## src/urh_pkg.sv

```systemverilog
// Purpose: Shared constants, register map and types of the handshaked serial channel.
// Assumes: 32-bit Avalon-MM register window, one register per aligned word.
// Notes: The MODE, BRG, OSC and CTRL reset values and the field positions live here, except the BRG n/k nibbles and MODE bit 6, which urh_uart hardcodes.
package urh_pkg;

	localparam logic [4:0] OFS_TX   = 5'h00;
	localparam logic [4:0] OFS_RX   = 5'h04;
	localparam logic [4:0] OFS_MODE = 5'h08;
	localparam logic [4:0] OFS_STAT = 5'h0C;
	localparam logic [4:0] OFS_BRG  = 5'h10;
	localparam logic [4:0] OFS_OSC  = 5'h14;
	localparam logic [4:0] OFS_EVT  = 5'h18;
	localparam logic [4:0] OFS_CTRL = 5'h1C;

	localparam logic [7:0] MODE_RST = 8'h00;
	localparam logic [7:0] BRG_RST  = 8'h8B;
	localparam logic [7:0] OSC_RST  = 8'h01;
	localparam logic [7:0] CTRL_RST = 8'h00;

	localparam int EVT_TX_END  = 0;
	localparam int EVT_TX_BUSY = 1;
	localparam int EVT_RX_DONE = 2;
	localparam int OSC_HALVE   = 0;
	localparam int CTRL_EXT    = 0;

	localparam logic [3:0] N_MIN = 4'h1;
	localparam logic [3:0] N_MAX = 4'hB;
	localparam logic [3:0] K_MAX = 4'hE;
	localparam logic [4:0] K_ADD = 5'h10;
	localparam logic [3:0] N_BIAS = 4'h4;

	localparam logic [1:0] PAR_NONE = 2'h0;
	localparam logic [1:0] PAR_ZERO = 2'h1;
	localparam logic [1:0] PAR_ODD  = 2'h2;
	localparam logic [1:0] PAR_EVEN = 2'h3;

	localparam logic [3:0] LAST_BIT8 = 4'h7;
	localparam logic [3:0] LAST_BIT7 = 4'h6;

	typedef struct packed {
		logic       tx_en;
		logic       receive_enable_bit;
		logic [1:0] parity;
		logic       char8;
		logic       stop2;
		logic       rx_error_irq_suppress;
		logic       rsv;
	} urh_mode_t;

	typedef struct packed {
		logic        read;
		logic        write;
		logic [4:0]  address;
		logic [31:0] writedata;
		logic [3:0]  byteenable;
	} urh_av_req_t;

	typedef struct packed {
		logic parity;
		logic framing;
		logic overrun;
	} urh_err_t;

	typedef enum logic [2:0] {T_IDLE, T_START, T_DATA, T_PAR, T_STOP} urh_tx_state_t;
	typedef enum logic [2:0] {R_IDLE, R_START, R_DATA, R_PAR, R_STOP} urh_rx_state_t;

endpackage

```

## src/urh_baud_gen.sv

```systemverilog
// Purpose: Half-bit tick generator; two ticks make one bit of fxx/(2^n*(k+16)).
// Assumes: i_src_tick marks one cycle of the selected source clock.
// Notes: Out-of-range n and k are clamped so the divider never reaches zero.
`timescale 1ns/1ns
module urh_baud_gen #(
	parameter int CW = 15
) (
	input  wire logic       i_clk,
	input  wire logic       i_rst,
	input  wire logic       i_src_tick,
	input  wire logic       i_restart,
	input  wire logic [3:0] i_n,
	input  wire logic [3:0] i_k,
	output logic            o_half_tick
);
	import urh_pkg::*;

	logic [3:0]    n_eff;
	logic [3:0]    k_eff;
	logic [CW-1:0] half_len;
	logic [CW-1:0] cnt_ff;

	always_comb begin
		// Code 0 is the slowest prescale and codes 5 to 15 give n = code - 4.
		// Codes 1 to 4 are unused and fall back to n = 1.
		if (i_n == 4'h0)
			n_eff = N_MAX;
		else if (i_n <= N_BIAS)
			n_eff = N_MIN;
		else
			n_eff = i_n - N_BIAS;
		k_eff = (i_k > K_MAX) ? K_MAX : i_k;
		// Widen before shifting, or the upper prescale steps would be lost.
		// Half a bit is 2^(n-1)*(k+16) source cycles, so a whole bit is 2^n*(k+16).
		half_len = CW'({1'b0, k_eff} + K_ADD) << (n_eff - 4'h1);
	end

	always_ff @(posedge i_clk) begin
		if (i_rst || i_restart) begin
			cnt_ff      <= '0;
			o_half_tick <= 1'b0;
		end else begin
			o_half_tick <= 1'b0;
			if (i_src_tick) begin
				if (cnt_ff == half_len - CW'(1)) begin
					cnt_ff      <= '0;
					o_half_tick <= 1'b1;
				end else begin
					cnt_ff <= cnt_ff + CW'(1);
				end
			end
		end
	end

endmodule

```

## src/urh_uart.sv

```systemverilog
// Purpose: Full-duplex asynchronous serial channel with active-low request/clear-to-send handshake.
// Assumes: Avalon-MM slave with one wait state; pins are asynchronous and are synchronised here.
// Notes: Register offsets and fields are in urh_pkg.
`timescale 1ns/1ns
module urh_uart #(
	parameter int CW = 15
) (
	input  wire logic                 i_clk,
	input  wire logic                 i_rst,
	input  wire urh_pkg::urh_av_req_t i_av,
	output logic                      o_waitrequest,
	output logic [31:0]               o_readdata,
	input  wire logic                 i_rxd,
	input  wire logic                 i_cts_n,
	input  wire logic                 i_ext_baud_clk,
	output logic                      o_txd,
	output logic                      o_rts_n,
	output logic                      o_rx_end_irq,
	output logic                      o_rx_error_irq,
	output logic                      o_tx_end_irq
);
	import urh_pkg::*;

	urh_mode_t     async_mode_reg;
	logic [7:0]    baud_divider_control;
	logic [7:0]    osc_select_reg;
	logic [7:0]    ctrl_ff;
	urh_err_t      async_error_status_reg;
	logic [7:0]    rx_buffer_reg;
	logic [2:0]    sync1_ff;
	logic [2:0]    sync2_ff;
	logic          ext_prev_ff;
	logic          rxd_prev_ff;
	logic          halve_ph_ff;
	logic          src_tick;
	logic          rxd_s;
	logic          cts_s;
	logic          acc;
	logic          wr;
	logic          rd;
	logic          tx_wr;
	logic          rxb_rd;
	logic [31:0]   nxt_readdata;
	logic          tx_end_flag;
	logic          tx_busy_ff;
	logic          rx_done_indication;
	urh_tx_state_t tx_state_ff;
	logic [7:0]    tx_shift_reg;
	logic [3:0]    tx_cnt_ff;
	logic          tx_ph_ff;
	logic          tx_par_ff;
	logic          tx_ok;
	logic          tx_go;
	logic          tx_htick;
	logic [7:0]    wr_char;
	urh_rx_state_t rx_state_ff;
	logic [7:0]    rx_sh_ff;
	logic [3:0]    rx_cnt_ff;
	logic          rx_ph_ff;
	logic          rx_par_ff;
	logic          rx_restart;
	logic          rx_htick;
	logic          rx_cmpl;
	logic          rx_end_ev;
	logic [7:0]    rx_char;
	logic          par_exp;
	urh_err_t      nxt_err;
	logic [3:0]    last_bit;

	// Pins cross into the clock domain through two flip-flops each: rxd, cts_n, baud clock.
	always_ff @(posedge i_clk) begin
		if (i_rst) begin
			sync1_ff <= 3'h7;
			sync2_ff <= 3'h7;
		end else begin
			sync1_ff <= {i_ext_baud_clk, i_cts_n, i_rxd};
			sync2_ff <= sync1_ff;
		end
	end

	assign rxd_s = sync2_ff[0];
	assign cts_s = sync2_ff[1];

	always_ff @(posedge i_clk) begin
		if (i_rst) begin
			ext_prev_ff <= 1'b1;
			rxd_prev_ff <= 1'b1;
			halve_ph_ff <= 1'b0;
		end else begin
			ext_prev_ff <= sync2_ff[2];
			rxd_prev_ff <= rxd_s;
			halve_ph_ff <= ~halve_ph_ff;
		end
	end

	// The external pin is edge-counted, so it must run below half the system clock.
	always_comb begin
		if (ctrl_ff[CTRL_EXT])
			src_tick = sync2_ff[2] && !ext_prev_ff;
		else if (osc_select_reg[OSC_HALVE])
			src_tick = 1'b1;
		else
			src_tick = halve_ph_ff;
	end

	assign last_bit = async_mode_reg.char8 ? LAST_BIT8 : LAST_BIT7;

	// Register bus: every access takes exactly one wait state.
	assign acc    = (i_av.read || i_av.write) && !o_waitrequest;
	assign wr     = acc && i_av.write && i_av.byteenable[0];
	assign rd     = acc && i_av.read;
	assign tx_wr  = wr && (i_av.address == OFS_TX);
	assign rxb_rd = rd && (i_av.address == OFS_RX);

	always_ff @(posedge i_clk) begin
		if (i_rst)
			o_waitrequest <= 1'b1;
		else if (o_waitrequest && (i_av.read || i_av.write))
			o_waitrequest <= 1'b0;
		else
			o_waitrequest <= 1'b1;
	end

	always_comb begin
		unique case (i_av.address)
			OFS_RX:   nxt_readdata = {24'h000000, rx_buffer_reg};
			OFS_MODE: nxt_readdata = {24'h000000, async_mode_reg};
			OFS_STAT: nxt_readdata = {29'h00000000, async_error_status_reg};
			OFS_BRG:  nxt_readdata = {24'h000000, baud_divider_control};
			OFS_OSC:  nxt_readdata = {24'h000000, osc_select_reg};
			OFS_EVT:  nxt_readdata = {29'h00000000, rx_done_indication, tx_busy_ff, tx_end_flag};
			OFS_CTRL: nxt_readdata = {24'h000000, ctrl_ff};
			default:  nxt_readdata = 32'h00000000;
		endcase
	end

	always_ff @(posedge i_clk) begin
		if (i_rst)
			o_readdata <= 32'h00000000;
		else if (o_waitrequest && i_av.read)
			o_readdata <= nxt_readdata;
	end

	always_ff @(posedge i_clk) begin
		if (i_rst) begin
			async_mode_reg       <= MODE_RST;
			baud_divider_control <= BRG_RST;
			osc_select_reg       <= OSC_RST;
			ctrl_ff              <= CTRL_RST;
		end else if (wr) begin
			if (i_av.address == OFS_MODE)
				async_mode_reg <= i_av.writedata[7:0];
			if (i_av.address == OFS_BRG)
				baud_divider_control <= i_av.writedata[7:0];
			if (i_av.address == OFS_OSC)
				osc_select_reg <= {7'h00, i_av.writedata[OSC_HALVE]};
			if (i_av.address == OFS_CTRL)
				ctrl_ff <= {7'h00, i_av.writedata[CTRL_EXT]};
		end
	end

	// Transmitter.
	assign wr_char = async_mode_reg.char8 ? i_av.writedata[7:0] : {1'b0, i_av.writedata[6:0]};
	assign tx_ok   = tx_end_flag && !cts_s && async_mode_reg.tx_en && (tx_state_ff == T_IDLE);
	assign tx_go   = tx_wr && tx_ok;

	urh_baud_gen #(.CW(CW)) u_tx_baud (
		.i_clk       (i_clk),
		.i_rst       (i_rst),
		.i_src_tick  (src_tick),
		.i_restart   (tx_go),
		.i_n         (baud_divider_control[7:4]),
		.i_k         (baud_divider_control[3:0]),
		.o_half_tick (tx_htick)
	);

	always_ff @(posedge i_clk) begin
		if (i_rst) begin
			tx_state_ff  <= T_IDLE;
			tx_shift_reg <= 8'h00;
			tx_cnt_ff    <= 4'h0;
			tx_ph_ff     <= 1'b0;
			tx_par_ff    <= 1'b0;
			o_txd        <= 1'b1;
		end else if (tx_go) begin
			tx_state_ff  <= T_START;
			tx_shift_reg <= wr_char;
			tx_par_ff    <= (async_mode_reg.parity == PAR_ODD) ? ~^wr_char :
				(async_mode_reg.parity == PAR_EVEN) ? ^wr_char : 1'b0;
			tx_ph_ff     <= 1'b0;
			o_txd        <= 1'b0;
		end else if (tx_htick && tx_state_ff != T_IDLE) begin
			tx_ph_ff <= ~tx_ph_ff;
			if (tx_ph_ff) begin
				unique case (tx_state_ff)
					T_START, T_DATA: begin
						if (tx_state_ff == T_DATA && tx_cnt_ff == last_bit) begin
							tx_cnt_ff   <= 4'h0;
							tx_state_ff <= (async_mode_reg.parity == PAR_NONE) ? T_STOP : T_PAR;
							o_txd       <= (async_mode_reg.parity == PAR_NONE) ? 1'b1 : tx_par_ff;
						end else begin
							tx_cnt_ff    <= (tx_state_ff == T_START) ? 4'h0 : tx_cnt_ff + 4'h1;
							tx_state_ff  <= T_DATA;
							o_txd        <= tx_shift_reg[0];
							tx_shift_reg <= {1'b0, tx_shift_reg[7:1]};
						end
					end
					T_PAR: begin
						tx_state_ff <= T_STOP;
						tx_cnt_ff   <= 4'h0;
						o_txd       <= 1'b1;
					end
					T_STOP: begin
						if (tx_cnt_ff == {3'h0, async_mode_reg.stop2})
							tx_state_ff <= T_IDLE;
						else
							tx_cnt_ff <= tx_cnt_ff + 4'h1;
					end
					T_IDLE: tx_state_ff <= T_IDLE;
				endcase
			end
		end
	end

	// The end flag leaves reset set, so the very first write may send.
	always_ff @(posedge i_clk) begin
		if (i_rst) begin
			tx_end_flag  <= 1'b1;
			o_tx_end_irq <= 1'b0;
		end else begin
			o_tx_end_irq <= 1'b0;
			if (tx_go)
				tx_end_flag <= 1'b0;
			else if (tx_htick && tx_ph_ff && tx_state_ff == T_STOP
				&& tx_cnt_ff == {3'h0, async_mode_reg.stop2}) begin
				tx_end_flag  <= 1'b1;
				o_tx_end_irq <= 1'b1;
			end
		end
	end

	always_ff @(posedge i_clk) begin
		if (i_rst)
			tx_busy_ff <= 1'b0;
		else if (tx_wr && !tx_ok)
			tx_busy_ff <= 1'b1;
		else if (wr && i_av.address == OFS_EVT && i_av.writedata[EVT_TX_BUSY])
			tx_busy_ff <= 1'b0;
	end

	// Receiver.
	assign rx_restart = (rx_state_ff == R_IDLE) && async_mode_reg.receive_enable_bit && rxd_prev_ff && !rxd_s;

	urh_baud_gen #(.CW(CW)) u_rx_baud (
		.i_clk       (i_clk),
		.i_rst       (i_rst),
		.i_src_tick  (src_tick),
		.i_restart   (rx_restart),
		.i_n         (baud_divider_control[7:4]),
		.i_k         (baud_divider_control[3:0]),
		.o_half_tick (rx_htick)
	);

	always_ff @(posedge i_clk) begin
		if (i_rst) begin
			rx_state_ff <= R_IDLE;
			rx_sh_ff    <= 8'h00;
			rx_cnt_ff   <= 4'h0;
			rx_ph_ff    <= 1'b0;
			rx_par_ff   <= 1'b0;
		end else if (!async_mode_reg.receive_enable_bit) begin
			rx_state_ff <= R_IDLE;
		end else if (rx_restart) begin
			rx_state_ff <= R_START;
			rx_ph_ff    <= 1'b0;
		end else if (rx_htick) begin
			unique case (rx_state_ff)
				R_START: begin
					// Mid start bit: a high line here was only a glitch.
					rx_state_ff <= rxd_s ? R_IDLE : R_DATA;
					rx_cnt_ff   <= 4'h0;
					rx_ph_ff    <= 1'b0;
				end
				R_DATA, R_PAR, R_STOP: begin
					rx_ph_ff <= ~rx_ph_ff;
					if (rx_ph_ff) begin
						if (rx_state_ff == R_DATA) begin
							rx_sh_ff  <= {rxd_s, rx_sh_ff[7:1]};
							rx_cnt_ff <= rx_cnt_ff + 4'h1;
							if (rx_cnt_ff == last_bit)
								rx_state_ff <= (async_mode_reg.parity == PAR_NONE) ? R_STOP : R_PAR;
						end else if (rx_state_ff == R_PAR) begin
							rx_par_ff   <= rxd_s;
							rx_state_ff <= R_STOP;
						end else begin
							rx_state_ff <= R_IDLE;
						end
					end
				end
				R_IDLE: rx_state_ff <= R_IDLE;
			endcase
		end
	end

	// Only the first stop bit is checked; a second one is idle line to the receiver.
	assign rx_cmpl = async_mode_reg.receive_enable_bit && rx_htick && rx_ph_ff && (rx_state_ff == R_STOP);
	assign rx_char = async_mode_reg.char8 ? rx_sh_ff : {1'b0, rx_sh_ff[7:1]};

	always_comb begin
		par_exp         = (async_mode_reg.parity == PAR_ODD) ? ~^rx_char :
			(async_mode_reg.parity == PAR_EVEN) ? ^rx_char : 1'b0;
		nxt_err.parity  = (async_mode_reg.parity != PAR_NONE) && (rx_par_ff != par_exp);
		nxt_err.framing = !rxd_s;
		nxt_err.overrun = rx_done_indication && !rxb_rd;
		rx_end_ev       = rx_cmpl && !(async_mode_reg.rx_error_irq_suppress && (nxt_err != 3'h0));
	end

	always_ff @(posedge i_clk) begin
		if (i_rst)
			rx_buffer_reg <= 8'h00;
		else if (rx_cmpl)
			rx_buffer_reg <= rx_char;
	end

	// A new character overrides a buffer read in the same cycle.
	always_ff @(posedge i_clk) begin
		if (i_rst)
			async_error_status_reg <= 3'h0;
		else if (rx_cmpl)
			async_error_status_reg <= nxt_err;
		else if (rxb_rd)
			async_error_status_reg <= 3'h0;
	end

	always_ff @(posedge i_clk) begin
		if (i_rst)
			rx_done_indication <= 1'b0;
		else if (rx_cmpl)
			rx_done_indication <= 1'b1;
		else if (rxb_rd || (wr && i_av.address == OFS_EVT && i_av.writedata[EVT_RX_DONE]))
			rx_done_indication <= 1'b0;
	end

	always_ff @(posedge i_clk) begin
		if (i_rst) begin
			o_rx_end_irq   <= 1'b0;
			o_rx_error_irq <= 1'b0;
		end else begin
			o_rx_end_irq   <= rx_end_ev;
			o_rx_error_irq <= rx_cmpl && (nxt_err != 3'h0);
		end
	end

	always_ff @(posedge i_clk) begin
		if (i_rst)
			o_rts_n <= 1'b0;
		else if (rx_end_ev)
			o_rts_n <= 1'b1;
		else if (rxb_rd || (wr && i_av.address == OFS_MODE && i_av.writedata[6]))
			o_rts_n <= 1'b0;
	end

	a_tx_refused: assert property (@(posedge i_clk) disable iff (i_rst)
		tx_wr && !tx_ok |=> tx_busy_ff && (tx_state_ff != T_START || $past(tx_state_ff) == T_START))
		else $error("refused transmit write did not set busy");
	a_tx_start_bit: assert property (@(posedge i_clk) disable iff (i_rst)
		tx_go |=> !o_txd && !tx_end_flag && tx_state_ff == T_START)
		else $error("accepted write did not drive a start bit");
	a_tx_end_mark: assert property (@(posedge i_clk) disable iff (i_rst)
		$rose(tx_end_flag) |-> o_tx_end_irq && o_txd && tx_state_ff == T_IDLE)
		else $error("transmit end flag without idle line and request");
	a_rts_on_end: assert property (@(posedge i_clk) disable iff (i_rst)
		o_rx_end_irq |-> o_rts_n)
		else $error("receive end request without request-to-send high");
	a_rx_gated: assert property (@(posedge i_clk) disable iff (i_rst)
		!async_mode_reg.receive_enable_bit |=> rx_state_ff == R_IDLE && !o_rx_end_irq)
		else $error("receiver active while disabled");
	a_rx_buffer_move: assert property (@(posedge i_clk) disable iff (i_rst)
		rx_cmpl |=> rx_done_indication && rx_buffer_reg == $past(rx_char))
		else $error("completed character not in receive buffer");
	a_err_request: assert property (@(posedge i_clk) disable iff (i_rst)
		o_rx_error_irq |-> async_error_status_reg != 3'h0)
		else $error("receive error request with clear status");
	a_read_clears: assert property (@(posedge i_clk) disable iff (i_rst)
		rxb_rd && !rx_cmpl |=> async_error_status_reg == 3'h0)
		else $error("buffer read left error flags set");
	a_overrun_set: assert property (@(posedge i_clk) disable iff (i_rst)
		rx_cmpl && rx_done_indication && !rxb_rd |=> async_error_status_reg.overrun)
		else $error("unread buffer did not give overrun");
	a_err_suppress: assert property (@(posedge i_clk) disable iff (i_rst)
		o_rx_error_irq && $past(async_mode_reg.rx_error_irq_suppress) |-> !o_rx_end_irq)
		else $error("suppressed errored character raised receive end");

endmodule

```

## config.mk

```make
export PLATFORM = sky130hd
export DESIGN_NAME = urh_uart
export DESIGN_NICKNAME = d
export VERILOG_FILES = /design/src/urh_pkg.sv /design/src/urh_baud_gen.sv /design/src/urh_uart.sv
export SDC_FILE = /design/constraint.sdc
export NUM_CORES = 1
export LEC_CHECK = 0
export ABC_AREA = 1
export BUFFER_PORTS_ARGS = -buffer_cell sky130_fd_sc_hd__buf_2
export CORE_AREA = 8 8 166 168
export DETAILED_ROUTE_END_ITERATION = 12
export DIE_AREA = 0 0 174 176
export GPL_TIMING_DRIVEN = 0
export SYNTH_ARGS = -nofsm -noshare
export SYNTH_HDL_FRONTEND = slang
export SYNTH_SLANG_ARGS = --single-unit
```

## constraint.sdc

```tcl
create_clock -name i_clk -period 7 [get_ports i_clk]
set_input_delay 1.05 -clock i_clk [delete_from_list [all_inputs] [get_ports i_clk]]
set_output_delay 1.05 -clock i_clk [all_outputs]
set_load 0.02 [all_outputs]
```

== After elaboration in Yosys (flattened, before gate mapping) ==
Cells that the tools add are included.

* Shifts and indexed selects: 1
* Eq/ne operators: 32
* $lt $le $gt $ge: 2
* Add/sub/neg operators: 8
* Bitwise logic cells: 8
* Reductions and logical operators: 94
* Muxes and demuxes: 65

{| class="wikitable"
|+ Operator list
! operator !! count
|-
| $mux 8 || 7
|-
| $pmux 8 s7 || 1
|-
| $logic_and 1x1->1 || 35
|-
| $mux 4 || 8
|-
| $mux 1 || 31
|-
| $add 15x1->15 const B || 2
|-
| $eq 15x15->1 || 2
|-
| $mux 15 || 2
|-
| $mux 3 || 9
|-
| $reduce_bool 2->1 || 11
|-
| $eq 5x5->1 const B || 4
|-
| $reduce_and 3->1 || 6
|-
| $reduce_xnor 8->1 || 2
|-
| $reduce_xor 8->1 || 2
|-
| $reduce_bool 3->1 || 5
|-
| $shl 15x4->15 || 1
|-
| $sub 15x1->15 const B || 1
|-
| $eq 3x2->1 const B || 4
|-
| $pmux 3 s4 || 1
|-
| $pmux 4 s3 || 1
|-
| $reduce_and 6->1 || 2
|-
| $eq 5x4->1 const B || 2
|-
| $reduce_or 2->1 || 5
|-
| $pmux 3 s3 || 1
|-
| 34 further kinds || 65
|}

* Word-level logic and storage cells: 255
* Input port bits: 48
* Register bits after elaboration: 145
* Output and inout port bits: 38

== Logic depth before layout (Yosys ltp) ==
Gate-level depths: netlist (run 1).

* Word-level depth: 11
* Gate-level depth with buffers: 23
* Mapped depth without buffers: 22

== Cells and area by module ==
Synthesis (run 1) repeated with hierarchy kept, for this count alone.

* Cells, all modules: 1237
* Area total of the unflattened synthesis: 7936.4 µm²

{| class="wikitable"
|+ Modules (own cells, without submodules)
! module !! area an instance (µm²) !! sequential area each (µm²) !! times used !! cells an instance
|-
| urh_uart || 4337.9 || 1781.7 || 1 || 595
|-
| urh_baud_gen || 1799.2 || 320.3 || 2 || 321
|}

== Least setup slack after synthesis (run 1) ==
No wires, ideal clock.

* Path type: reg-to-reg
* Start point: register baud_divider_control[4]
* End point: register u_rx_baud.cnt_ff[10]
* Data arrival time: 2.588 ns
* Clock period less this slack: 2.705 ns
* Stages on the path, launching flop included: 20
* Buffers on the path: 1
* Library setup time: 0.116 ns
* Setup slack: 4.295 ns
* Data required time: 6.884 ns
* Cell sequence: dfxtp_1 > nor2_4 > nand2_2 > nand2_4 > nand2_1 > nor2_1 > nand3_1 > ha_1 > xnor2_1 > a21oi_1 > nand2_1 > nor2_1 > nand2_1 > nor2_1 > nand3_1 > nor2_1 > nand4_1 > nand2_2 > buf_6 > nor2_2

* Longest elaborated chain between the ends: 8
* Elaborated cells on any way between the ends: 10
* Those cells by class: add/sub: 3; order compare: 1; eq/ne: 1; shift: 1; mux: 3; reduce/logical: 1

{| class="wikitable"
|+ Ends and longest elaborated chain
! item !! RTL line !! source
|-
| from (decl) || urh_uart.sv:25 || <nowiki>logic [7:0] baud_divider_control;</nowiki>
|-
| from (signal assigned) || urh_uart.sv:154 || <nowiki>baud_divider_control <= i_av.writedata[7:0];</nowiki>
|-
| $sub 4x3->4 / $le 4x3->1 (equally long branches) || urh_baud_gen.sv:31, urh_baud_gen.sv:28 ||
|-
| $mux 4 || urh_baud_gen.sv:28 || <nowiki>else if (i_n <= N_BIAS)</nowiki>
|-
| $mux 4 * || urh_baud_gen.sv:26 || <nowiki>if (i_n == 4'h0)</nowiki>
|-
| $sub 4x1->4 * || urh_baud_gen.sv:35 || <nowiki>half_len = CW'({1'b0, k_eff} + K_ADD) << (n_eff - 4'h1);</nowiki>
|-
| $shl 15x4->15 * || urh_baud_gen.sv:35 ||
|-
| $sub 15x1->15 * || urh_baud_gen.sv:45 || <nowiki>if (cnt_ff == half_len - CW'(1)) begin</nowiki>
|-
| $eq 15x15->1 * || urh_baud_gen.sv:45 ||
|-
| $mux 15 * || urh_baud_gen.sv:45 ||
|-
| to (signal assigned) || urh_baud_gen.sv:49 || <nowiki>cnt_ff <= cnt_ff + CW'(1);</nowiki>
|-
| to (decl) || urh_baud_gen.sv:21 || <nowiki>logic [CW-1:0] cnt_ff;</nowiki>
|}

Mark *: on every way between the ends. The rest lies on a longest branch, timed or not.
A chain may end at the register's enable or synchronous reset.

== Worst setup path after layout (run 1) ==
* Start point: register baud_divider_control[4]
* End point: register u_rx_baud.cnt_ff[7]

Same word-level chain as after synthesis.

==> results.py, run 1 <==
metrics = {
    "worst_setup_path": {
        "cp_max_fo": 10,
        "worst-path-buf-inv": 1,
        "slowest_delay_ns": 0.40,
        "crit_top_cell": "nor2_1",
        "r2r_slack_ns": 3.57,
        "crit_chain": "nor2_4, nand2_2, nand2_4, nand2_1, nor2_1, nand3_1, ha_1, xnor2_1, a21oi_1, nand2_1, nor2_1, nand2_1, nor2_1, nand3_1, nor2_1, nand4_1, nand2_2, buf_6, nor2_2",
        "critPathSlowestCell": "ha_1",
        "critPathCaptureType": "flip-flop",
        "required_ns": 7.31,
        "rr_startpoint": "baud_divider_control[4]",
        "critPathKind": "reg -> reg",
        "cp-start-kind": "flip-flop",
        "crit_family": "simple AND/OR/NAND/NOR gates",
        "cp.arrival_ns": 3.74,
        "r2r-end": "u_rx_baud.cnt_ff[7]",
        "ff2ff_path_depth": 19,
    },
    "grt": {
        "grt_use_met1": 0.160,
        "grt_util_met3": 0.0323,
        "grt_max_degree": 17,
        "grt_overflow_total": 0,
        "met2_usage": 0.210,
        "grt_pass1_vias": 6480,
        "grt.busiest_layer": "met2",
        "antenna_found_initial": 0,
        "grt.total_usage": 0.127,
        "grt_pass1_wl_mm": 32.0,
    },
    "timing": {
        "finalHoldViolCount": 0,
        "setup-violations-final": 0,
        "finalSetupTns_ns": 0,
        "skew_ns": 0.0125,
        "max_slew_margin": 0.537,
        "period_minus_slack_ns": 3.43,
        "max_freq_ghz": 0.291,
        "timing.hold.ws_ns": 0.409,
        "worst_pin_slew_ns": 0.694,
        "min_period_over_period": 0.490,
        "rsz0062_at_grt": "false",
        "slew_viol_final": 0,
        "worst_slack_ns": 3.57,
    },
    "yosys": {
        "synth_seq_cells": 121,
        "netlist_instances": 1055,
        "ys_seq_area_frac": 0.340,
        "ys_types": 49,
        "async_flop_share": 0,
        "yosysWarnings": 0,
        "synth_enable_flop_cells": 0,
        "syn_avg_cell_area_um2": 6.75,
        "syn_area_um2": 7120,
        "ys.flop_type": "dfxtp_1",
    },
    "final_layout": {
        "largestRegisters": "u_rx_baud.cnt_ff x15, u_tx_baud.cnt_ff x15",
        "synthToLayoutAreaGrowth_pct": 18.4,
        "nets": 1183,
        "layout-drive-gt1-share": 0.134,
        "final_cell_area_um2": 8430,
        "num_antenna_cells": 0,
        "fillers": 2663,
    },
    "detailed_routing": {
        "first_pass_iters": 5,
        "drtIter0Drc": 512,
        "drc_errors": 0,
        "avgViaCountPerCell": 4.63,
        "final_antenna_net_count": 0,
        "vias": 6815,
        "wl_per_cell_um": 13.1,
        "wirelength_mm": 19.4,
    },
    "clock_network": {
        "post_cts_buffers": 0,
        "cts_num_sinks": 121,
        "htreeDepth": 4,
        "cts_tree": "yes",
        "cts_buffer_depth": 2,
        "clock_latency_ns": 0.43,
        "cts_hold_buf": 0,
        "clk_pin_slew_ns": 0.06,
        "cts-resized-gates": 0,
        "cts-root-buf": "clkbuf_16",
        "numCtsBuffers": 17,
    },
    "place": {
        "pre_cts_slack_ns": 3.56,
        "io_buffers": 33,
        "dpl-instance-area_um2": 7780,
        "hpwlAfterDp_mm": 15.2,
        "routabilityCongestion": 0.890,
    },
    "worst_hold_path": {
        "holdCritStartpoint": "sync1_ff[2]",
        "hold-path-cell-count": 1,
        "hp-class": "reg -> reg",
        "whs_endpoint": "sync2_ff[2]",
    },
    "power": {
        "power.switching_mw": 0.421,
        "internal_power_mw": 1.35,
        "swShare": 0.238,
        "pwr_density_cell_nw_per_um2": 210,
        "combPwrFrac": 0.056,
        "ir_worst_vdd_v": 0.000145,
        "power_leakage_nw": 3.55,
        "seqPwrFrac": 0.396,
        "clkPwrFrac": 0.548,
    },
    "floorplan": {
        "coreArea_um2": 24800,
        "ios": 86,
        "num_rows": 58,
        "die_y_um": 176,
        "initial_core_util": 0.287,
        "die_w_um": 174,
        "die_area_um2": 30600,
    },
    "flow_run": {
        "drv_cap": 0,
    },
    "status": {
        "outcome": "complete, no violations",
    },
}
[kinds of logic (layout without fill, tap and decap cells)]
| kind of cell | count (synthesis) | after routing | synth area share |
|---|---|---|---|
| compound gates | 158 | 158 | 0.132 |
| xor+xnor | 46 | 46 | 0.0566 |
| fa+ha+maj | 5 | 5 | 0.00879 |
| buf+inv | 188 | 253 | 0.115 |
| flops | 121 | 121 | 0.340 |
| other cells | 1 | 24 | 0.000527 |
| simple gates | 536 | 536 | 0.347 |
[power groups by stage]
stage	clock, mW	sequential [mW]	combinational (mW)
6_report	0.970	0.701	0.0992
5_1_grt	1.02	0.702	0.111
4_1_cts	0.984	0.701	0.0985
3_5_place_dp	0	0.716	0.0983
3_3_place_gp	0	0.716	0.0978
2_1_floorplan	0	0.716	0.0717
[final cells by class]
type / instances / area (µm²) / area share
clock buffer: 20 / 457 / 0.0542
inverter: 144 / 541 / 0.0641
sequential: 121 / 2420 / 0.287
multi-input combinational: 769 / 3970 / 0.470
buffer: 44 / 278 / 0.0330
tap: 330 / 413 / 0.0490
clock inverter: 12 / 189 / 0.0224
timing repair buffer: 33 / 165 / 0.0196
[worst max path at each step]
stage	startpoint	end	slack [ns]	depth (start not counted)
after floorplan	baud_divider_control[4]	u_rx_baud.cnt_ff[10]	4.30	19
after global placement	baud_divider_control[4]	u_rx_baud.cnt_ff[13]	3.58	19
after detailed placement	baud_divider_control[4]	u_rx_baud.cnt_ff[6]	3.56	19
after CTS	baud_divider_control[4]	u_rx_baud.cnt_ff[7]	3.54	19
after global routing	baud_divider_control[4]	u_rx_baud.cnt_ff[13]	3.19	19
final	baud_divider_control[4]	u_rx_baud.cnt_ff[7]	3.57	19
[placed cells by master (no fill, tap or decap), types with 6 or more instances in the layout]
cell type,netlist,routed
xnor2_1,15,15
o22ai_1,8,8
inv_1,135,135
clkbuf_1,17,18
xor2_1,31,31
clkbuf_16,0,17
a31oi_1,9,9
inv_2,7,7
buf_4,24,24
nand3_1,101,101
nor2_2,23,23
nor4_1,6,6
buf_2,0,33
nor2_1,105,105
nand2_2,9,9
nand2_1,223,223
dfxtp_1,121,121
a211oi_1,9,9
nor3_1,24,24
or2_2,6,6
o211ai_1,12,12
nand4_1,17,17
o21ai_0,53,53
a21oi_1,48,48
conb_1,1,24
[metrics by stage]
step           total power [mW]  std cells   util
2_1_floorplan             0.787       1078      -
3_3_place_gp              0.814       1441  0.314
3_5_place_dp              0.814       1441  0.314
4_1_cts                    1.78       1473  0.340
5_1_grt                    1.83       1473  0.340
6_report                   1.77       1473  0.340
[routing by layer]
metal / part of all wire / wire [µm] / vias to the layer above
li1: - / - / 3561
met1: 0.48 / 9280 / 3078
met2: 0.46 / 8890 / 153
met3: 0.047 / 916 / 23
met4: 0.014 / 278 / 0
met5: 0 / 0 / -
[synth_stat cells, drive strengths merged (2+ instances only)]
library cell	count	share of area
o41ai	2	0.0025
or2	6	0.0053
ha	5	0.0088
buf	27	0.030
dfxtp	121	0.34
nand4	18	0.017
nand2	235	0.13
nor3	25	0.018
clkbuf	17	0.0090
o21bai	2	0.0021
a311oi	2	0.0025
clkinv	2	0.0011
a211oi	9	0.0095
a21oi	50	0.038
o22ai	8	0.0070
o211ai	12	0.013
o21ai	55	0.039
xor2	31	0.038
xnor2	15	0.018
nor2	134	0.086
nand3b	5	0.0053
nor4	6	0.0053
nand3	105	0.078
inv	142	0.075
a31oi	9	0.0079
a221oi	2	0.0025
Note: power is estimated with default switching activity, not from simulation.
==> run 2: changes to the inputs <==
- clock period: 7 -> 2.9 ns (I/O delays scaled with it)
==> run 2 against run 1 <==
- register-to-register slack lost 3.6 ns
- design area up 5.6%
- cell count rose by 1.4%
- critical path depth is 1 lower
- combinational power grew to 2.6 times the previous value
- the run now ends with setup timing left
==> results.py, run 2 (synthesized netlist as in run 1, its figures left out) <==
metrics = {
    "worst_hold_path": {
        "whs_endpoint": "sync1_ff[2]",
        "holdCritStartpoint": "i_ext_baud_clk",
        "hp-class": "in -> reg",
        "hold-path-cell-count": 2,
    },
    "clock_network": {
        "clk_pin_slew_ns": 0.06,
        "htreeDepth": 4,
        "cts_buffer_depth": 2,
        "cts-root-buf": "clkbuf_16",
        "cts_num_sinks": 121,
        "cts_tree": "yes",
        "numCtsBuffers": 17,
        "clock_latency_ns": 0.43,
    },
    "detailed_routing": {
        "drc_errors": 0,
        "avgViaCountPerCell": 4.67,
        "final_antenna_net_count": 0,
        "wirelength_mm": 19.9,
        "first_pass_iters": 5,
        "wl_per_cell_um": 13.3,
        "vias": 6984,
        "drtIter0Drc": 441,
    },
    "worst_setup_path": {
        "cp.arrival_ns": 3.21,
        "slowest_delay_ns": 0.36,
        "cp_max_fo": 10,
        "crit_chain": "nor2_4, nand2_4, a21oi_4, clkinv_4, nand3_4, ha_4, nand2_4, nor2_4, nand2_4, nor2_4, nand2_1, nand3_1, nand3_2, nor2_4, nand4_1, nand2_2, buf_12, nor2_2",
        "rr_startpoint": "baud_divider_control[4]",
        "crit_top_cell": "nor2_4",
        "critPathKind": "reg -> reg",
        "crit_family": "simple AND/OR/NAND/NOR gates",
        "ff2ff_path_depth": 18,
        "r2r_slack_ns": -0.003,
        "critPathSlowestCell": "dfxtp_4",
        "required_ns": 3.21,
        "critPathCaptureType": "flip-flop",
        "cp-start-kind": "flip-flop",
        "worst-path-buf-inv": 2,
        "r2r-end": "u_tx_baud.cnt_ff[8]",
    },
    "power": {
        "pwr_density_cell_nw_per_um2": 482,
        "finalPower_mw": 4.29,
        "ir_worst_vdd_v": 0.000350,
        "power_leakage_nw": 3.74,
    },
    "place": {
        "hpwlAfterDp_mm": 15.2,
        "dpl-instance-area_um2": 7780,
        "dp.cells": 1441,
        "io_buffers": 33,
        "routabilityCongestion": 0.890,
        "pre_cts_slack_ns": -0.541,
    },
    "floorplan": {
        "num_rows": 58,
        "die_area_um2": 30600,
        "die_w_um": 174,
        "die_y_um": 176,
        "coreArea_um2": 24800,
        "initial_core_util": 0.287,
        "ios": 86,
    },
    "timing": {
        "slew_viol_final": 0,
        "finalHoldViolCount": 0,
        "max_freq_ghz": 0.345,
        "worst_slack_ns": -0.00276,
        "period_minus_slack_ns": 2.90,
        "worst_pin_slew_ns": 0.689,
        "setup-violations-final": 4,
        "timing.hold.ws_ns": 0.186,
        "skew_ns": 0.0132,
        "max_slew_margin": 0.541,
        "min_period_over_period": 1.00,
        "rsz0062_at_grt": "true",
    },
    "grt": {
        "grt_pass1_wl_mm": 32.2,
        "grt_max_degree": 17,
        "grt_overflow_total": 0,
        "antenna_found_initial": 0,
        "grt_pass1_vias": 6513,
        "grt.total_usage": 0.128,
    },
    "final_layout": {
        "final_cell_area_um2": 8900,
        "mostFrequentLayoutCells": "214 x nand2_1, 134 x inv_1, 117 x dfxtp_1",
        "num_antenna_cells": 0,
        "fin_cells": 1494,
        "layout-drive-gt1-share": 0.192,
        "final_common_cell": "nand2_1",
        "seqCellArea_um2": 2430,
        "largestRegisters": "u_rx_baud.cnt_ff x15, u_tx_baud.cnt_ff x15",
        "multiInputGateArea_um2": 4250,
        "synthToLayoutAreaGrowth_pct": 25.1,
        "nets": 1204,
        "fillers": 2626,
    },
    "status": {
        "violations": "setup timing",
        "outcome": "complete, but fails checks",
    },
    "flow_run": {
        "drv_cap": 0,
    },
}
==> run 2: cell types whose count changed in the layout (fill, tap and decap cells not counted), moves of 6 or more <==
cell,before,now
nor2_2,23,31
nor2_1,105,92
nand2_1,223,214
buf_4,24,38
nor2_4,5,11
nand3_1,101,90
nand3_2,3,9
==> run 2: report_power, final <==
part | switching [mW] | leakage, nW | internal, mW
registers | 0.0147 | 0.980 | 1.68
logic | 0.165 | 2.45 | 0.0947
clock network | 0.847 | 0.311 | 1.50
total | 1.03 | 3.74 | 3.27
==> run 2: final cells by class <==
type | instances | area share
timing repair buffer | 52 | 0.0360
tap | 330 | 0.0464
clock inverter | 12 | 0.0212
buffer | 44 | 0.0334
timing repair inverter | 1 | 0.000562
clock buffer | 20 | 0.0513
sequential | 121 | 0.273
multi-input combinational | 770 | 0.477
inverter | 144 | 0.0613
==> run 2: metal layers <==
metal | track usage | vias to the layer above | part of all wire
li1 | - | 3610 | -
met1 | 0.161 | 3155 | 0.46
met2 | 0.211 | 184 | 0.47
met3 | 0.0325 | 35 | 0.054
met4 | 0.0445 | 0 | 0.018
met5 | 0 | - | 0
==> run 2: what timing repair did <==
item | 4_1_cts | 5_1_grt
buffers inserted | 9 | 9
gates cloned | 0 | 3
resized for setup | 22 | 59
hold buffers | 0 | 0
endpoints found under the setup margin | 32 | 41
pin swaps | 9 | 22
==> run 2: worst max path at each step <==
stage                                 endpoint  slack (ns)  cells after the start                    start
after floorplan            u_rx_baud.cnt_ff[8]        0.20                     19  baud_divider_control[4]
after global placement    u_rx_baud.cnt_ff[13]       -0.52                     19  baud_divider_control[4]
after detailed placement   u_rx_baud.cnt_ff[6]       -0.54                     19  baud_divider_control[4]
after CTS                  u_rx_baud.cnt_ff[0]       0.002                     19  baud_divider_control[4]
after global routing      u_rx_baud.cnt_ff[12]       -0.17                     18  baud_divider_control[4]
final                      u_tx_baud.cnt_ff[8]      -0.003                     18  baud_divider_control[4]
==> run 2: worst reg2reg max path: stages, from the launching register on <==
cell      delay, ns
dfxtp_4        0.36
nor2_4         0.21
nand2_4        0.10
a21oi_4        0.24
clkinv_4       0.14
nand3_4        0.12
ha_4           0.15
nand2_4        0.07
nor2_4         0.25
nand2_4        0.12
nor2_4         0.10
nand2_1        0.08
nand3_1        0.14
nand3_2        0.10
nor2_4         0.11
nand4_1        0.13
nand2_2        0.16
buf_12         0.15
nor2_2         0.04
==> run 2: per-stage QoR <==
| step | utilization | TNS (ns) |
|---|---|---|
| global placement | 0.314 | -12.95 |
| floorplan | - | 0 |
| detailed placement | 0.314 | -13.36 |
| CTS | 0.346 | 0 |
| finish | 0.359 | -0.00484 |
| global route | 0.359 | -4.43 |
==> run 3: changes to the inputs <==
- RECOVER_POWER: not set -> 50
==> run 3 against run 2 <==
- the flow still finishes with violations (setup timing)
- sequential power barely moved
- design area down 0.20%
- via count up 0.11%
- utilization decreased by 0.071 points
- critical endpoint unchanged
- worst hold slack got worse by 0.0021 ns
- largest power group unchanged
- largest cell class unchanged
- sequential cell count is the same
- critical path depth unchanged
- non-clock buffer count stayed put
==> results.py, run 3 (synthesized netlist as in run 1, its figures left out) <==
metrics = {
    "timing": {
        "min_period_over_period": 1.00,
        "finalSetupTns_ns": -0.00639,
        "period_minus_slack_ns": 2.90,
        "skew_ns": 0.0133,
        "finalHoldViolCount": 0,
        "max_freq_ghz": 0.344,
        "rsz0062_at_grt": "true",
        "setup-violations-final": 4,
        "worst_pin_slew_ns": 0.699,
        "slew_viol_final": 0,
        "worst_slack_ns": -0.00321,
        "max_slew_margin": 0.529,
    },
    "grt": {
        "grt.total_usage": 0.128,
        "grt_max_degree": 17,
        "grt_overflow_total": 0,
        "grt_pass1_vias": 6513,
        "grt_pass1_wl_mm": 32.2,
        "antenna_found_initial": 0,
    },
    "floorplan": {
        "ios": 86,
        "coreArea_um2": 24800,
        "die_area_um2": 30600,
        "die_y_um": 176,
        "die_w_um": 174,
        "num_rows": 58,
        "initial_core_util": 0.287,
    },
    "status": {
        "violations": "setup timing",
        "outcome": "complete, but fails checks",
    },
    "detailed_routing": {
        "vias": 6992,
        "first_pass_iters": 6,
        "final_antenna_net_count": 0,
        "drc_errors": 0,
        "drtIter0Drc": 430,
        "wl_per_cell_um": 13.3,
        "avgViaCountPerCell": 4.68,
        "wirelength_mm": 19.9,
    },
    "power": {
        "ir_worst_vdd_v": 0.000352,
        "power_leakage_nw": 3.69,
        "pwr_density_cell_nw_per_um2": 483,
        "finalPower_mw": 4.30,
    },
    "worst_setup_path": {
        "slowest_delay_ns": 0.36,
        "critPathSlowestCell": "dfxtp_4",
        "critPathKind": "reg -> reg",
        "crit_top_cell": "nor2_4",
        "worst-path-buf-inv": 2,
        "crit_family": "simple AND/OR/NAND/NOR gates",
        "cp.arrival_ns": 3.21,
        "cp-start-kind": "flip-flop",
        "cp_max_fo": 10,
        "critPathCaptureType": "flip-flop",
        "crit_chain": "nor2_4, nand2_4, a21oi_4, clkinv_4, nand3_4, ha_4, nand2_4, nor2_4, nand2_4, nor2_4, nand2_1, nand3_1, nand3_2, nor2_4, nand4_1, nand2_2, buf_12, nor2_2",
        "required_ns": 3.21,
    },
    "clock_network": {
        "cts-root-buf": "clkbuf_16",
        "numCtsBuffers": 17,
        "cts_buffer_depth": 2,
        "htreeDepth": 4,
        "clock_latency_ns": 0.43,
        "cts_tree": "yes",
        "clk_pin_slew_ns": 0.06,
        "cts_num_sinks": 121,
    },
    "place": {
        "routabilityCongestion": 0.890,
        "io_buffers": 33,
        "dp.cells": 1441,
        "pre_cts_slack_ns": -0.541,
        "hpwlAfterDp_mm": 15.2,
    },
    "final_layout": {
        "num_antenna_cells": 0,
        "fin_cells": 1494,
        "synthToLayoutAreaGrowth_pct": 24.8,
        "mostFrequentLayoutCells": "214 x nand2_1, 134 x inv_1, 117 x dfxtp_1",
        "layout-drive-gt1-share": 0.180,
        "nets": 1204,
        "utilization": 0.358,
        "final_common_cell": "nand2_1",
        "largestRegisters": "u_rx_baud.cnt_ff x15, u_tx_baud.cnt_ff x15",
    },
    "flow_run": {
        "drv_cap": 0,
    },
    "worst_hold_path": {
        "hp-class": "in -> reg",
    },
}
==> run 3: changes by cell type in the layout (fill, tap and decap cells not counted), sizes merged <==
cell | previous run | this run
buf | 79 | 65
clkbuf | 37 | 51
==> run 3: final timing paths <==
| check | depth (start not counted) | end | slack (ns) | startpoint |
|---|---|---|---|---|
| setup / recovery | 18 | u_tx_baud.cnt_ff[8] | -0.003 | baud_divider_control[4] |
| hold / removal | 2 | sync1_ff[2] | 0.18 | i_ext_baud_clk |
| setup reg to reg | 18 | u_tx_baud.cnt_ff[8] | -0.003 | baud_divider_control[4] |
| hold reg to reg | 1 | sync2_ff[2] | 0.41 | sync1_ff[2] |
==> run 3: layout make-up <==
class                           count  area [µm²]
Timing Repair Buffer               52         303
Clock buffer                       20         457
Clock inverter                     12         189
Buffer                             44         298
Timing Repair inverter              1        5.00
Multi-Input combinational cell    770        4250
Tap cell                          330         413
Fill cell                        2632       15900
Sequential cell                   121        2430
Inverter                          144         546
==> run 3: through the flow <==
step,hold slack [ns],instance area [µm²]
floorplan,0.381,7210
global placement,0.390,7780
detailed placement,0.394,7780
CTS,0.166,8580
global route,0.169,8890
finish,0.184,8890
==> run 3: report_power, final <==
group / internal [mW] / switching (mW)
Combinational: 0.0942 / 0.164
Clock: 1.50 / 0.849
Sequential: 1.68 / 0.0147
==> run 3: metal layers <==
layer | vias up | global-route usage | wire length, µm
li1 | 3613 | - | -
met3 | 31 | 0.0325 | 1060
met5 | - | 0 | 0
met1 | 3164 | 0.161 | 9240
met4 | 0 | 0.0445 | 340
met2 | 184 | 0.211 | 9290
==> run 3: what timing repair did <==
item / in CTS / in global routing
pin swaps: 9 / 22
buffers inserted: 9 / 9
hold buffers: 0 / 0
gates resized for setup: 22 / 59
endpoints found under the setup margin: 32 / 41
hold endpoints to repair: 0 / 0
gates cloned: 0 / 3
==> run 3: worst reg2reg max path: stages (launching register included) <==
cell and delay, ns:
dfxtp_4 0.36, nor2_4 0.21, nand2_4 0.10, a21oi_4 0.24, clkinv_4 0.14, nand3_4 0.12
ha_4 0.15, nand2_4 0.07, nor2_4 0.25, nand2_4 0.12, nor2_4 0.10, nand2_1 0.08
nand3_1 0.14, nand3_2 0.10, nor2_4 0.11, nand4_1 0.13, nand2_2 0.16, buf_12 0.15
nor2_2 0.04
